**config.mk**
```make
export PLATFORM = sky130hd
export DESIGN_NAME = jtbs_tap
export DESIGN_NICKNAME = d
export VERILOG_FILES = /design/src/logic/jtbs_bsr_cell.v /design/src/logic/jtbs_tap.v
export VERILOG_INCLUDE_DIRS = /design/src /design/src/logic
export SDC_FILE = /design/constraint.sdc
export NUM_CORES = 1
export LEC_CHECK = 0
export CAP_MARGIN = 25
export CORE_MARGIN = 2
export CORE_UTILIZATION = 60
export DETAILED_ROUTE_END_ITERATION = 10
export DONT_BUFFER_PORTS = 1
export GPL_TIMING_DRIVEN = 0
export PLACE_DENSITY = 0.76
export SLEW_MARGIN = 20
export SYNTH_ARGS = -nofsm -noshare
export SYNTH_HDL_FRONTEND = slang
export SYNTH_SLANG_ARGS = --single-unit
export TNS_END_PERCENT = 100
```
**constraint.sdc**
```tcl
create_clock -name clk_sys_i -period 3 [get_ports clk_sys_i]
set_input_delay 0.6 -clock clk_sys_i [delete_from_list [all_inputs] [get_ports clk_sys_i]]
set_output_delay 0.6 -clock clk_sys_i [all_outputs]
set_load 0.05 [all_outputs]
```
**src/logic/jtbs_defs.vh**
```
// Constants for the boundary-scan test access port
// Summary of operation
// - Four test inputs, one serial data output
// - Sixteen-state controller stepped by test clock, select
// - Power-on reset forces Test-Logic-Reset state
// - Test lines held inactive during bus cycles
// - Five-bit master/slave instruction register, latched outputs
// - Instruction shifts MSB-in, LSB-out per rising edge
// - New instruction latches; previous actions end
// - Latched instruction plus state select data register
// - Instruction capture loads fixed pattern 1101
// - Test reset loads identification instruction immediately
// - New opcode becomes active on falling edge
// - Opcode 00000 places boundary register in path
// - External test drives pins, changing on falling edge
// - External test captures input pins on rising edge
// - Opcode 0001 samples pins without disturbing operation
// - Sampling moves master cells to slaves falling
// - Opcode 00010 clamps pins, bypass in path
// - Opcode 11111 selects one-bit bypass register
// - Boundary chain covers all non-test pins
// - Select high five clocks returns to reset
// - Data registers shift toward output, no inversion
`ifndef JTBS_DEFS_VH
`define JTBS_DEFS_VH

`define JTBS_IR_W 5
`define JTBS_ST_W 4
`define JTBS_BSR_LEN 8
`define JTBS_OUT_MASK 8'hf0

`define JTBS_IR_CAPTURE 5'h0d
`define JTBS_OP_EXTEST 5'h00
`define JTBS_OP_SAMPLE 5'h01
`define JTBS_OP_INTERNAL_SCAN_ENABLE_INSTR 5'h02
`define JTBS_OP_BYPASS 5'h1f
`define JTBS_OP_IDCODE 5'h03

`define JTBS_ST_TLR 4'hf
`define JTBS_ST_RTI 4'hc
`define JTBS_ST_SEL_DR 4'h7
`define JTBS_ST_CAP_DR 4'h6
`define JTBS_ST_SH_DR 4'h2
`define JTBS_ST_EX1_DR 4'h1
`define JTBS_ST_PAU_DR 4'h3
`define JTBS_ST_EX2_DR 4'h0
`define JTBS_ST_UPD_DR 4'h5
`define JTBS_ST_SEL_IR 4'h4
`define JTBS_ST_CAP_IR 4'he
`define JTBS_ST_SH_IR 4'ha
`define JTBS_ST_EX1_IR 4'h9
`define JTBS_ST_PAU_IR 4'hb
`define JTBS_ST_EX2_IR 4'h8
`define JTBS_ST_UPD_IR 4'hd

`endif

```
**src/logic/jtbs_bsr_cell.v**
```verilog
// One boundary-scan cell: capture/shift master and update slave
module jtbs_bsr_cell (
    input wire clk_sys_i, // System clock
    input wire sys_rst_i, // Synchronous reset, active high
    input wire capture_i, // Parallel load pulse
    input wire shift_i, // Shift pulse
    input wire update_i, // Master to slave pulse
    input wire par_i, // Parallel capture value
    input wire ser_i, // Serial input from upstream cell
    output reg ser_o, // Master stage, serial out
    output reg upd_o // Slave stage
);
    always @(posedge clk_sys_i) begin
        if (sys_rst_i) begin
            ser_o <= 1'b0;
        end else if (capture_i) begin
            ser_o <= par_i;
        end else if (shift_i) begin
            ser_o <= ser_i;
        end
    end

    always @(posedge clk_sys_i) begin
        if (sys_rst_i) begin
            upd_o <= 1'b0;
        end else if (update_i) begin
            upd_o <= ser_o;
        end
    end
endmodule

```
**src/logic/jtbs_tap.v**
```verilog
// Boundary-scan test access port with controller, instruction and data registers
`include "jtbs_defs.vh"

module jtbs_tap #(
    parameter BSR_LEN = `JTBS_BSR_LEN,
    parameter [BSR_LEN-1:0] OUT_MASK = `JTBS_OUT_MASK
) (
    input wire clk_sys_i, // System clock, 250 MHz
    input wire sys_rst_i, // Power-on reset, synchronous, active high
    input wire tck_i, // Test clock pin
    input wire tms_i, // Test mode select pin
    input wire tdi_i, // Test serial data in pin
    input wire trst_n_i, // Test reset pin, active low
    output reg tdo_o, // Test serial data out
    output reg tdo_oe_o, // Test data out drive enable
    input wire bus_busy_i, // Bridge bus logic running a cycle
    input wire [BSR_LEN-1:0] sys_out_i, // Values core logic drives to pins
    input wire [BSR_LEN-1:0] pin_in_i, // Levels seen at pins
    output reg [BSR_LEN-1:0] pin_o, // Values driven to pins
    output reg pin_test_o, // Pins driven from boundary register
    output reg internal_scan_enable_instr, // Internal scan code active
    output reg [`JTBS_ST_W-1:0] tap_state_o, // Controller state
    output reg [`JTBS_IR_W-1:0] instr_o // Active instruction
);
    // Test clock: two synchroniser flops, third flop only for edge detection
    reg tck_m;
    reg tck_s;
    reg tck_d;

    always @(posedge clk_sys_i) begin
        if (sys_rst_i) begin
            tck_m <= 1'b0;
            tck_s <= 1'b0;
            tck_d <= 1'b0;
        end else begin
            tck_m <= tck_i;
            tck_s <= tck_m;
            tck_d <= tck_s;
        end
    end

    // Mode select and serial data, idle high
    reg tms_m;
    reg tms_s;
    reg tdi_m;
    reg tdi_s;

    always @(posedge clk_sys_i) begin
        if (sys_rst_i) begin
            tms_m <= 1'b1;
            tms_s <= 1'b1;
            tdi_m <= 1'b1;
            tdi_s <= 1'b1;
        end else begin
            tms_m <= tms_i;
            tms_s <= tms_m;
            tdi_m <= tdi_i;
            tdi_s <= tdi_m;
        end
    end

    // Test reset, held inactive through power-on reset
    reg trst_m;
    reg trst_s;

    always @(posedge clk_sys_i) begin
        if (sys_rst_i) begin
            trst_m <= 1'b1;
            trst_s <= 1'b1;
        end else begin
            trst_m <= trst_n_i;
            trst_s <= trst_m;
        end
    end

    // Pin levels for boundary capture
    reg [BSR_LEN-1:0] pin_m;
    reg [BSR_LEN-1:0] pin_s;

    always @(posedge clk_sys_i) begin
        if (sys_rst_i) begin
            pin_m <= {BSR_LEN{1'b0}};
            pin_s <= {BSR_LEN{1'b0}};
        end else begin
            pin_m <= pin_in_i;
            pin_s <= pin_m;
        end
    end

    wire tck_rise = tck_s & ~tck_d;
    wire tck_fall = ~tck_s & tck_d;
    wire tap_reset = sys_rst_i | ~trst_s;

    // Controller
    reg [`JTBS_ST_W-1:0] state;
    reg [`JTBS_ST_W-1:0] next_state;

    always @* begin
        case (state)
            `JTBS_ST_TLR: begin
                next_state = tms_s ? `JTBS_ST_TLR : `JTBS_ST_RTI;
            end
            `JTBS_ST_RTI: begin
                next_state = tms_s ? `JTBS_ST_SEL_DR : `JTBS_ST_RTI;
            end
            `JTBS_ST_SEL_DR: begin
                next_state = tms_s ? `JTBS_ST_SEL_IR : `JTBS_ST_CAP_DR;
            end
            `JTBS_ST_CAP_DR: begin
                next_state = tms_s ? `JTBS_ST_EX1_DR : `JTBS_ST_SH_DR;
            end
            `JTBS_ST_SH_DR: begin
                next_state = tms_s ? `JTBS_ST_EX1_DR : `JTBS_ST_SH_DR;
            end
            `JTBS_ST_EX1_DR: begin
                next_state = tms_s ? `JTBS_ST_UPD_DR : `JTBS_ST_PAU_DR;
            end
            `JTBS_ST_PAU_DR: begin
                next_state = tms_s ? `JTBS_ST_EX2_DR : `JTBS_ST_PAU_DR;
            end
            `JTBS_ST_EX2_DR: begin
                next_state = tms_s ? `JTBS_ST_UPD_DR : `JTBS_ST_SH_DR;
            end
            `JTBS_ST_UPD_DR: begin
                next_state = tms_s ? `JTBS_ST_SEL_DR : `JTBS_ST_RTI;
            end
            `JTBS_ST_SEL_IR: begin
                next_state = tms_s ? `JTBS_ST_TLR : `JTBS_ST_CAP_IR;
            end
            `JTBS_ST_CAP_IR: begin
                next_state = tms_s ? `JTBS_ST_EX1_IR : `JTBS_ST_SH_IR;
            end
            `JTBS_ST_SH_IR: begin
                next_state = tms_s ? `JTBS_ST_EX1_IR : `JTBS_ST_SH_IR;
            end
            `JTBS_ST_EX1_IR: begin
                next_state = tms_s ? `JTBS_ST_UPD_IR : `JTBS_ST_PAU_IR;
            end
            `JTBS_ST_PAU_IR: begin
                next_state = tms_s ? `JTBS_ST_EX2_IR : `JTBS_ST_PAU_IR;
            end
            `JTBS_ST_EX2_IR: begin
                next_state = tms_s ? `JTBS_ST_UPD_IR : `JTBS_ST_SH_IR;
            end
            `JTBS_ST_UPD_IR: begin
                next_state = tms_s ? `JTBS_ST_SEL_DR : `JTBS_ST_RTI;
            end
            default: begin
                next_state = `JTBS_ST_TLR;
            end
        endcase
    end

    // Power-on or test reset forces Test-Logic-Reset at once
    always @(posedge clk_sys_i) begin
        if (tap_reset) begin
            state <= `JTBS_ST_TLR;
        end else if (tck_rise) begin
            state <= next_state;
        end
    end

    // Controller state decode
    wire in_tlr = (state == `JTBS_ST_TLR);
    wire in_cap_ir = (state == `JTBS_ST_CAP_IR);
    wire in_sh_ir = (state == `JTBS_ST_SH_IR);
    wire in_upd_ir = (state == `JTBS_ST_UPD_IR);
    wire in_cap_dr = (state == `JTBS_ST_CAP_DR);
    wire in_sh_dr = (state == `JTBS_ST_SH_DR);
    wire in_upd_dr = (state == `JTBS_ST_UPD_DR);

    // Instruction register
    reg [`JTBS_IR_W-1:0] instruction_shift_register;
    reg [`JTBS_IR_W-1:0] ir_active;

    always @(posedge clk_sys_i) begin
        if (tap_reset) begin
            instruction_shift_register <= `JTBS_IR_CAPTURE;
        end else if (tck_rise) begin
            if (in_cap_ir) begin
                instruction_shift_register <= `JTBS_IR_CAPTURE;
            end else if (in_sh_ir) begin
                instruction_shift_register <=
                    {tdi_s, instruction_shift_register[`JTBS_IR_W-1:1]};
            end
        end
    end

    // Slave stage: loads on the falling edge in Update-IR
    always @(posedge clk_sys_i) begin
        if (tap_reset) begin
            ir_active <= `JTBS_OP_IDCODE;
        end else if (in_tlr) begin
            ir_active <= `JTBS_OP_IDCODE;
        end else if (tck_fall && in_upd_ir) begin
            ir_active <= instruction_shift_register;
        end
    end

    // Instruction decode; all other codes act as bypass
    wire op_extest = (ir_active == `JTBS_OP_EXTEST);
    wire op_sample = (ir_active == `JTBS_OP_SAMPLE);
    wire op_clamp = (ir_active == `JTBS_OP_INTERNAL_SCAN_ENABLE_INSTR);
    wire op_bypass = (ir_active == `JTBS_OP_BYPASS);
    // Reset id code and every unlisted code fall back to bypass
    wire op_other = ~(op_extest | op_sample | op_clamp | op_bypass);
    wire sel_bsr = op_extest | op_sample;
    wire sel_bypass = op_bypass | op_clamp | op_other;

    // Bypass register
    reg bypass_bit;

    always @(posedge clk_sys_i) begin
        if (tap_reset) begin
            bypass_bit <= 1'b0;
        end else if (tck_rise && sel_bypass) begin
            if (in_cap_dr) begin
                bypass_bit <= 1'b0;
            end else if (in_sh_dr) begin
                bypass_bit <= tdi_s;
            end
        end
    end

    // Boundary-scan register, one cell per pin
    wire bsr_cap = tck_rise & sel_bsr & in_cap_dr;
    wire bsr_shift = tck_rise & sel_bsr & in_sh_dr;
    wire bsr_upd = tck_fall & sel_bsr & in_upd_dr;
    wire [BSR_LEN-1:0] bsr_ser;
    wire [BSR_LEN-1:0] bsr_slave;

    genvar i;
    generate
        for (i = 0; i < BSR_LEN; i = i + 1) begin : g_cell
            // Output cells sample the driven value under sampling
            wire cap_val = (op_sample && OUT_MASK[i]) ? sys_out_i[i] : pin_s[i];
            wire ser_in = (i == BSR_LEN - 1) ? tdi_s : bsr_ser[(i + 1) % BSR_LEN];
            jtbs_bsr_cell u_cell (
                .clk_sys_i(clk_sys_i),
                .sys_rst_i(tap_reset),
                .capture_i(bsr_cap),
                .shift_i(bsr_shift),
                .update_i(bsr_upd),
                .par_i(cap_val),
                .ser_i(ser_in),
                .ser_o(bsr_ser[i]),
                .upd_o(bsr_slave[i])
            );
        end
    endgenerate

    // Serial output changes on the falling test-clock edge
    wire shifting = in_sh_ir | in_sh_dr;

    always @(posedge clk_sys_i) begin
        if (tap_reset) begin
            tdo_o <= 1'b0;
        end else if (tck_fall) begin
            if (in_sh_ir) begin
                tdo_o <= instruction_shift_register[0];
            end else if (in_sh_dr) begin
                tdo_o <= sel_bsr ? bsr_ser[0] : bypass_bit;
            end
        end
    end

    // Drive enable dropped at once while the bus is busy
    always @(posedge clk_sys_i) begin
        if (tap_reset) begin
            tdo_oe_o <= 1'b0;
        end else if (bus_busy_i) begin
            tdo_oe_o <= 1'b0;
        end else if (tck_fall) begin
            tdo_oe_o <= shifting;
        end
    end

    // Pin multiplexer: test values under external test or clamp
    wire test_drive = (op_extest | op_clamp) & ~bus_busy_i;

    always @(posedge clk_sys_i) begin
        if (sys_rst_i) begin
            pin_o <= {BSR_LEN{1'b0}};
            pin_test_o <= 1'b0;
        end else begin
            pin_o <= test_drive ? bsr_slave : sys_out_i;
            pin_test_o <= test_drive;
        end
    end

    // Status outputs
    always @(posedge clk_sys_i) begin
        if (sys_rst_i) begin
            internal_scan_enable_instr <= 1'b0;
            tap_state_o <= `JTBS_ST_TLR;
            instr_o <= `JTBS_OP_IDCODE;
        end else begin
            internal_scan_enable_instr <= op_clamp;
            tap_state_o <= state;
            instr_o <= ir_active;
        end
    end
endmodule

```
==> results of run 1 <==
[worst max-delay path, cell delays in order, from the launching register on]
cell and delay, ns:
dfxtp_1 0.33, buf_2 0.19, nand4bb_1 0.32, nor3_4 0.57, mux2i_1 0.28, nor2_1 0.07
[path summary, 6_finish.rpt]
path               from                     end  slack, ns  cells after the start
max reg2reg    state[0]  g_cell[1].u_cell.upd_o       1.12                      5
max            state[0]  g_cell[1].u_cell.upd_o       1.12                      5
min          bus_busy_i                tdo_oe_o       0.32                      1
min reg2reg       tdi_m        g_cell[7].ser_in       0.41                      1
[registers in the layout, indices dropped and copies added (netlist names), 5 cells and up]
name / flops
pin_s: 8
instr_o: 5
pin_o: 8
g_cell.u_cell.ser_o: 8
g_cell.u_cell.upd_o: 8
pin_m: 8
instruction_shift_register: 5
ir_active: 5
[layout by cell type, fill, tap and decap left out, types with 8 or more instances in the layout]
master / instances
nor2b_1: 24
or2_2: 13
clkbuf_1: 16
nand2_1: 17
mux2i_1: 21
o21ai_0: 17
a21oi_1: 10
nand3_1: 9
dfxtp_1: 77
nor3_1: 8
nor2_1: 31
clkbuf_8: 9
[synth_stat cells (all sizes together)]
master,number
a211oi,4
a21boi,4
a21o,1
a21oi,10
a221oi,1
a31o,1
a31oi,3
buf,3
clkbuf,14
dfxtp,77
inv,3
mux2i,21
nand2,17
nand2b,6
nand3,9
nand3b,1
nand4bb,1
nor2,31
nor2b,24
nor3,9
nor4,2
o2111ai,1
o211ai,2
o21ai,17
o221ai,1
o22a,1
o32ai,4
o41ai,1
or2,13
or3,2
or4,1
[metal layers]
layer	part of all wire	track usage	wire, um	vias up
met5	0	0	0	-
met4	0.011	0.115	57	0
met3	0.076	0.0486	409	7
met2	0.45	0.328	2410	96
met1	0.47	0.321	2510	918
li1	-	-	-	998
[power groups by stage]
stage / clock, mW / sequential [mW] / combinational, mW
2_1_floorplan: 0 / 1.10 / 0.0532
3_3_place_gp: 0 / 1.10 / 0.0659
3_5_place_dp: 0 / 1.10 / 0.0670
4_1_cts: 0.821 / 1.08 / 0.0674
5_1_grt: 0.866 / 1.08 / 0.0769
6_report: 0.814 / 1.08 / 0.0675
[stage by stage]
stage / hold WS (ns) / setup slack [ns]
finish: 0.320 / 1.12
global route: 0.318 / 0.984
CTS: 0.312 / 1.14
detailed placement: 0.394 / 1.01
global placement: 0.391 / 1.01
floorplan: 0.389 / 1.36
[area by class of cell]
| class | instances | area, um2 | share of cell area |
|---|---|---|---|
| buffer | 17 | 72.6 | 0.0236 |
| clock buffer | 11 | 131 | 0.0428 |
| clock inverter | 4 | 73.8 | 0.0240 |
| inverter | 3 | 11.3 | 0.00366 |
| multi-input combinational | 188 | 1180 | 0.383 |
| sequential | 77 | 1540 | 0.502 |
| tap | 52 | 65.1 | 0.0212 |
[kinds of logic (layout without fill, tap and decap cells)]
logic type | count (synthesis) | in the layout
AO/OA/AOI/OAI | 51 | 51
buffers and inverters | 20 | 35
flip-flops | 77 | 77
multiplexers | 21 | 21
AND/OR/NAND/NOR | 116 | 116
==> results_dict.tcl, run 1 <==
set metrics [dict create \
    die_area_mm2 0.00523 \
    cts.repair.resized 0 \
    critPathMaxFanout 10 \
    cp_data_required_time_ns 3.22 \
    cts.sinks 77 \
    hold_viol_final 0 \
    clk_latency_ns 0.35 \
    wirelength_mm 5.38 \
    fin_tns_setup_ns 0 \
    swShare 0.216 \
    first_iter_violations 214 \
    rows 24 \
    vias 2019 \
    vias_per_cell 5.74 \
    globalRouteOverflowTotal 0 \
    p_leak_nw 1.21 \
    power_frac_seq 0.549 \
    cts.hold.buffers_added 0 \
    track_usage 0.227 \
    hpwlAfterDp_mm 3.68 \
    dp.cells 337 \
    cts_root_buf "clkbuf_8" \
    max_cap_violations 0 \
    cts_tree "yes" \
    status "finished clean" \
    rsz0062_at_grt "false" \
    path_class "reg2reg" \
    syn_avg_cell_area_um2 9.83 \
    die_x_um 72.3 \
    synth_nets 308 \
    nets 319 \
    post_cts_buffers 0 \
    synth-simple-area-share 0.224 \
    instances_no_fill 352 \
    setup_violations 0 \
    grt_pass1_vias 1879 \
    power_mw 1.96 \
    cts_max_path_buffers 2 \
    synth_top_cell_by_area "dfxtp_1" \
    antenna_found_initial 0 \
    postLayoutCoreUtil 0.696 \
    pin_count 44 \
    synth.top_cell.area_share 0.550 \
    layout_min_cycle_time_ns 1.88 \
    die_h_um 72.3 \
    synth_compound_area_frac 0.121 \
    synth_area_mm2 0.00280 \
    final.period_utilization 0.627 \
    p_sw_mw 0.423 \
    cts_buffers 9 \
    ir_drop_v 0.000380 \
    synth-seq-cells 77 \
    n_antenna_cell 0 \
    fillers 356 \
    grt_pass1_wl_mm 9.00 \
    slew_headroom 0.518 \
    max_slew.worst_pin.slew_ns 0.716 \
    p_comb_frac 0.035 \
    gp_congestion 0.837 \
    synthXorXnorAreaFrac 0 \
    crit_path_end_kind "register" \
    p_int_mw 1.53 \
    ant_nets 0 \
    start_util 0.635 \
    synth_top_family_by_area "simple AND/OR/NAND/NOR gates" \
    hp-class "in2reg" \
    post-route-drc-count 0 \
    clock.fmax_mhz 532 \
    skew_ns 0.00845 \
    finalMaxSlewViolations 0 \
    fin_area_mm2 0.00307 \
    ys_warn_count 0 \
    yosysSeqAreaShare 0.550 \
    drt_pass1_iterations 7 \
    synthTopCellsByArea "dfxtp_1, mux2i_1, nor2b_1" \
    worstPathArrival_ns 2.10 \
    areaGrowthSynthToFinish_pct 9.64 \
    port_buffers 0 \
    synthDistinctLibCells 36 \
    wl_per_cell_um 15.3 \
    core-area_mm2 0.00441 \
    p_per_area_mw_per_mm2 637 \
    grt_start_max_net_pins 13 \
    startpoint_type "register" \
    cts_htree_levels 3 \
    drive_above_1_share 0.120 \
    cts.clk_slew.worst_paths_ns 0.08 \
    dpl_cell_area_mm2 0.00287 \
    syn_inst 285 \
    synth_mux_area_frac 0.0750 \
    synth_fa_ha_area_frac 0 \
    clkPwrFrac 0.416 \
]
Power figures use the tool's default switching activity.
==> run 2: changes to the inputs <==
clock period = 2 ns   (was 3 ns; I/O delays follow)
==> run 2 against run 1 <==
Effect of this change:
- global-route usage did not move
- first-iteration DRC count fell by 10%
- register-to-register slack got worse by 0.98 ns
- critical endpoint is now ir_active[4]
- clock power rose by 50%
- largest power group unchanged
==> results_dict.tcl, run 2 (synthesis results as in run 1) <==
set metrics [dict create \
    slew_headroom 0.515 \
    grt_pass1_wl_mm 9.00 \
    start_util 0.635 \
    first_iter_violations 192 \
    n_antenna_cell 0 \
    hold_viol_final 0 \
    r2r_end "ir_active[4]" \
    areaGrowthSynthToFinish_pct 10.4 \
    cts.clk_slew.worst_paths_ns 0.08 \
    power_mw 2.94 \
    nets 320 \
    wirelength_mm 5.45 \
    vias_per_cell 5.76 \
    postLayoutCoreUtil 0.701 \
    cp_top_family "simple AND/OR/NAND/NOR gates" \
    r2r_start "state[2]" \
    path_class "reg2reg" \
    grt_pass1_vias 1879 \
    post-route-drc-count 0 \
    crit_path_end_kind "register" \
    cts_tree "yes" \
    worstPathArrival_ns 2.13 \
    r2r_cells 5 \
    hold_end "tdo_oe_o" \
    clk_latency_ns 0.35 \
    die_h_um 72.3 \
    final_cell_mix "dfxtp_1, nor2_1, nor2b_1" \
    min_path_cells 1 \
    track_usage 0.227 \
    crit_buf_inv 1 \
    post_cts_buffers 0 \
    fillers 352 \
    dpl_cell_area_mm2 0.00287 \
    hpwlAfterDp_mm 3.68 \
    r2r_slack_ns 0.14 \
    cp_data_required_time_ns 2.27 \
    fin_tns_setup_ns 0 \
    wl_per_cell_um 15.4 \
    antenna_found_initial 0 \
    p_leak_nw 1.22 \
    gp_congestion 0.837 \
    max_slew.worst_pin.slew_ns 0.722 \
    critPathMaxFanout 10 \
    p_per_area_mw_per_mm2 950 \
    crit_path_cell_trace "clkbuf_1 > nand2_1 > nor2_1 > nand2_1 > a21oi_1" \
    final.period_utilization 0.931 \
    port_buffers 0 \
    setup_violations 0 \
    rows 24 \
    die_area_mm2 0.00523 \
    hp-class "in2reg" \
    ir_drop_v 0.000570 \
    cts.sinks 77 \
    cts_htree_levels 3 \
    vias 2033 \
    max_cap_violations 0 \
    startpoint_type "register" \
    drt_pass1_iterations 5 \
    cts.hold.buffers_added 0 \
    drive_above_1_share 0.123 \
    finalMaxSlewViolations 0 \
    globalRouteOverflowTotal 0 \
    ant_nets 0 \
    holdCritStartpoint "bus_busy_i" \
    skew_ns 0.00841 \
    fin_area_mm2 0.00309 \
    cts_max_path_buffers 2 \
    cts_buffers 9 \
    rsz0062_at_grt "false" \
    worst_hold_slack_ns 0.117 \
    cts.repair.resized 0 \
    layout_min_cycle_time_ns 1.86 \
    status "finished clean" \
    cpPeakStageDelay_ns 0.48 \
    pin_count 44 \
    core-area_mm2 0.00441 \
    clock.fmax_mhz 537 \
    cts_root_buf "clkbuf_8" \
    grt_start_max_net_pins 13 \
    cp_slowest_cell "clkbuf_1" \
    final_common_cell "dfxtp_1" \
    die_x_um 72.3 \
    crit_top_cell "nand2_1" \
]
run 2: changes by cell type in the layout (fill, tap and decap cells not counted):
cell / delta
buf_12: +1
run 2: power by group:
| part | total (mW) | internal (mW) | switching (mW) |
|---|---|---|---|
| Clock | 1.22 | 0.697 | 0.527 |
| Sequential | 1.61 | 1.57 | 0.0457 |
| Combinational | 0.101 | 0.0376 | 0.0638 |
run 2: worst max-delay path by stage:
stage / start / end / slack (ns) / cells past startpoint
6_report: state[2] / ir_active[4] / 0.14 / 5
2_1_floorplan: ir_active[1] / g_cell[0].u_cell.upd_o / 0.36 / 4
3_3_place_gp: ir_active[2] / pin_o[4] / 0.16 / 5
3_5_place_dp: ir_active[1] / g_cell[1].u_cell.upd_o / 0.16 / 4
5_1_grt: state[2] / ir_active[4] / 0.001 / 5
4_1_cts: state[0] / g_cell[1].u_cell.upd_o / 0.14 / 5
run 2: area by class of cell:
cell class | count | area [um2] | area share
Inverter | 3 | 11.3 | 0.00364
Clock inverter | 4 | 73.8 | 0.0239
Clock buffer | 11 | 131 | 0.0425
Buffer | 17 | 72.6 | 0.0235
Sequential cell | 77 | 1540 | 0.498
Timing Repair Buffer | 1 | 20.0 | 0.00647
Multi-Input combinational cell | 188 | 1180 | 0.381
Tap cell | 52 | 65.1 | 0.0210
run 2: layer usage:
| metal | up-vias | global-route usage | wire [um] |
|---|---|---|---|
| li1 | 1002 | - | - |
| met1 | 920 | 0.321 | 2590 |
| met2 | 99 | 0.328 | 2370 |
| met3 | 12 | 0.0486 | 379 |
| met4 | 0 | 0.115 | 108 |
| met5 | - | 0 | 0 |
run 2: worst reg2reg max path, cell delays in order (launching register included):
cell and delay, ns:
dfxtp_1 0.34, clkbuf_1 0.48, nand2_1 0.34, nor2_1 0.38
nand2_1 0.11, a21oi_1 0.14
run 2: metrics by stage:
stage,worst slack [ns],cells
after global routing,0.000975,353
after CTS,0.139,352
after detailed placement,0.158,337
after global placement,0.159,337
after floorplan,0.357,285
final,0.137,353
==> run 3: changes to the inputs <==
CELL_PAD_IN_SITES_DETAIL_PLACEMENT = 0   (was unset)
CELL_PAD_IN_SITES_GLOBAL_PLACEMENT = 1   (was unset)
CORE_UTILIZATION = 47   (was 60)
PLACE_DENSITY = unset   (was 0.76)
PLACE_DENSITY_LB_ADDON = 0.1   (was unset)
==> run 3 against run 2 <==
Effect of this change:
- flip-flop and latch count did not move
- first-iteration DRC count fell by 56%
- sequential power barely moved
- via count fell by 4.0%
- register-to-register slack got worse by 0.05 ns
- global-route usage fell by 3.4 points
- sequential share of layout area fell by 0.60 points
- final cell count rose by 6.5%
- count of clock-buffer cells in the layout did not move
- critical endpoint is now g_cell[5].u_cell.upd_o
- largest cell class unchanged
==> results_dict.tcl, run 3 (synthesis results as in run 1) <==
set metrics [dict create \
    status "finished clean" \
    p_leak_nw 1.23 \
    track_usage 0.193 \
    worstPathArrival_ns 2.14 \
    setup_violations 0 \
    cts_max_path_buffers 2 \
    post_cts_buffers 0 \
    cp_slowest_cell "or4_4" \
    vias 1952 \
    cts_root_buf "clkbuf_8" \
    die_x_um 81.2 \
    nets 319 \
    die_h_um 81.2 \
    globalRouteOverflowTotal 0 \
    grt_pass1_vias 1893 \
    r2r_slack_ns 0.09 \
    antenna_found_initial 0 \
    final_cell_mix "dfxtp_1, nor2_1, nor2b_1" \
    cts.sinks 77 \
    crit_path_end_kind "register" \
    fin_tns_setup_ns 0 \
    wl_per_cell_um 15.0 \
    cpPeakStageDelay_ns 0.61 \
    cp_data_required_time_ns 2.23 \
    cp_top_family "simple AND/OR/NAND/NOR gates" \
    max_cap_violations 0 \
    rsz0062_at_grt "false" \
    power_mw 3.05 \
    rows 28 \
    holdCritStartpoint "bus_busy_i" \
    port_buffers 0 \
    drt_pass1_iterations 4 \
    startpoint_type "register" \
    hold_end "tdo_oe_o" \
    ant_nets 0 \
    core-area_mm2 0.00585 \
    pin_count 44 \
    vias_per_cell 5.19 \
    max_slew.worst_pin.slew_ns 0.708 \
    areaGrowthSynthToFinish_pct 11.7 \
    cts.clk_slew.worst_paths_ns 0.08 \
    r2r_start "ir_active[1]" \
    clk_latency_ns 0.35 \
    critPathMaxFanout 8 \
    clock.fmax_mhz 523 \
    crit_path_cell_trace "or4_4 > nor3_4 > mux2i_1 > nor2_1" \
    n_antenna_cell 0 \
    hold_viol_final 0 \
    finalMaxSlewViolations 0 \
    post-route-drc-count 0 \
    final.period_utilization 0.955 \
    crit_buf_inv 0 \
    gp_congestion 0.818 \
    die_area_mm2 0.00660 \
    slew_headroom 0.524 \
    layout_min_cycle_time_ns 1.91 \
    min_path_cells 1 \
    cts_buffers 9 \
    grt_start_max_net_pins 14 \
    hpwlAfterDp_mm 3.91 \
    grt_pass1_wl_mm 9.37 \
    ir_drop_v 0.000696 \
    r2r_cells 4 \
    hp-class "in2reg" \
    r2r_end "g_cell[5].u_cell.upd_o" \
    p_per_area_mw_per_mm2 975 \
    cts_htree_levels 3 \
    first_iter_violations 84 \
    skew_ns 0.0106 \
    start_util 0.479 \
    wirelength_mm 5.63 \
    final_common_cell "dfxtp_1" \
    path_class "reg2reg" \
    startpoint "ir_active[1]" \
    cts_tree "yes" \
    drive_above_1_share 0.133 \
]
run 3: timing repair:
| item | in CTS | in global routing |
|---|---|---|
| hold buffers | 0 | 0 |
| endpoints found under the hold margin | 0 | 0 |
| gates resized for setup | 0 | 2 |
| endpoints found under the setup margin | 0 | 4 |
run 3: per-stage QoR:
stage / worst slack (ns) / hold WS (ns) / area [um2] / cells / utilization
after floorplan: 0.357 / 0.389 / 2800 / 285 / -
after global placement: 0.133 / 0.394 / 2900 / 360 / 0.495
after detailed placement: 0.154 / 0.393 / 2900 / 360 / 0.495
after CTS: 0.124 / 0.112 / 3130 / 376 / 0.535
after global routing: 0.00124 / 0.105 / 3130 / 376 / 0.535
final: 0.0897 / 0.119 / 3130 / 376 / 0.535
run 3: how the worst max path moves through the flow:
| stage | slack, ns | to | depth (start not counted) |
|---|---|---|---|
| finish | 0.09 | g_cell[5].u_cell.upd_o | 4 |
| global route | 0.001 | g_cell[5].u_cell.upd_o | 4 |
| CTS | 0.12 | ir_active[3] | 5 |
| detailed placement | 0.15 | ir_active[3] | 5 |
| global placement | 0.13 | ir_active[3] | 5 |
| floorplan | 0.36 | g_cell[0].u_cell.upd_o | 4 |
run 3: report_power, final:
group	internal [mW]	leakage (nW)	switching [mW]	total, mW
registers	1.57	0.629	0.0460	1.61
logic	0.0377	0.483	0.0650	0.103
clock network	0.773	0.116	0.565	1.34
total	2.38	1.23	0.676	3.05
run 3: worst reg2reg max path, stage by stage, from the launching register on:
cell and delay [ns]:
dfxtp_1 0.35, or4_4 0.61, nor3_4 0.52, mux2i_1 0.25, nor2_1 0.05
run 3: final cells by class:
cell class | instances | area [um2]
Clock inverter | 5 | 81.3
Inverter | 3 | 11.3
Tap cell | 75 | 93.8
Buffer | 17 | 73.8
Multi-Input combinational cell | 188 | 1180
Fill cell | 517 | 2720
Sequential cell | 77 | 1540
Clock buffer | 11 | 151
run 3: metal layers:
| layer | vias to the layer above | part of all wire | global-route usage |
|---|---|---|---|
| met5 | - | 0 | 0 |
| met4 | 0 | 0.023 | 0.108 |
| met3 | 11 | 0.075 | 0.0544 |
| met2 | 64 | 0.40 | 0.264 |
| met1 | 879 | 0.51 | 0.271 |
| li1 | 998 | - | - |
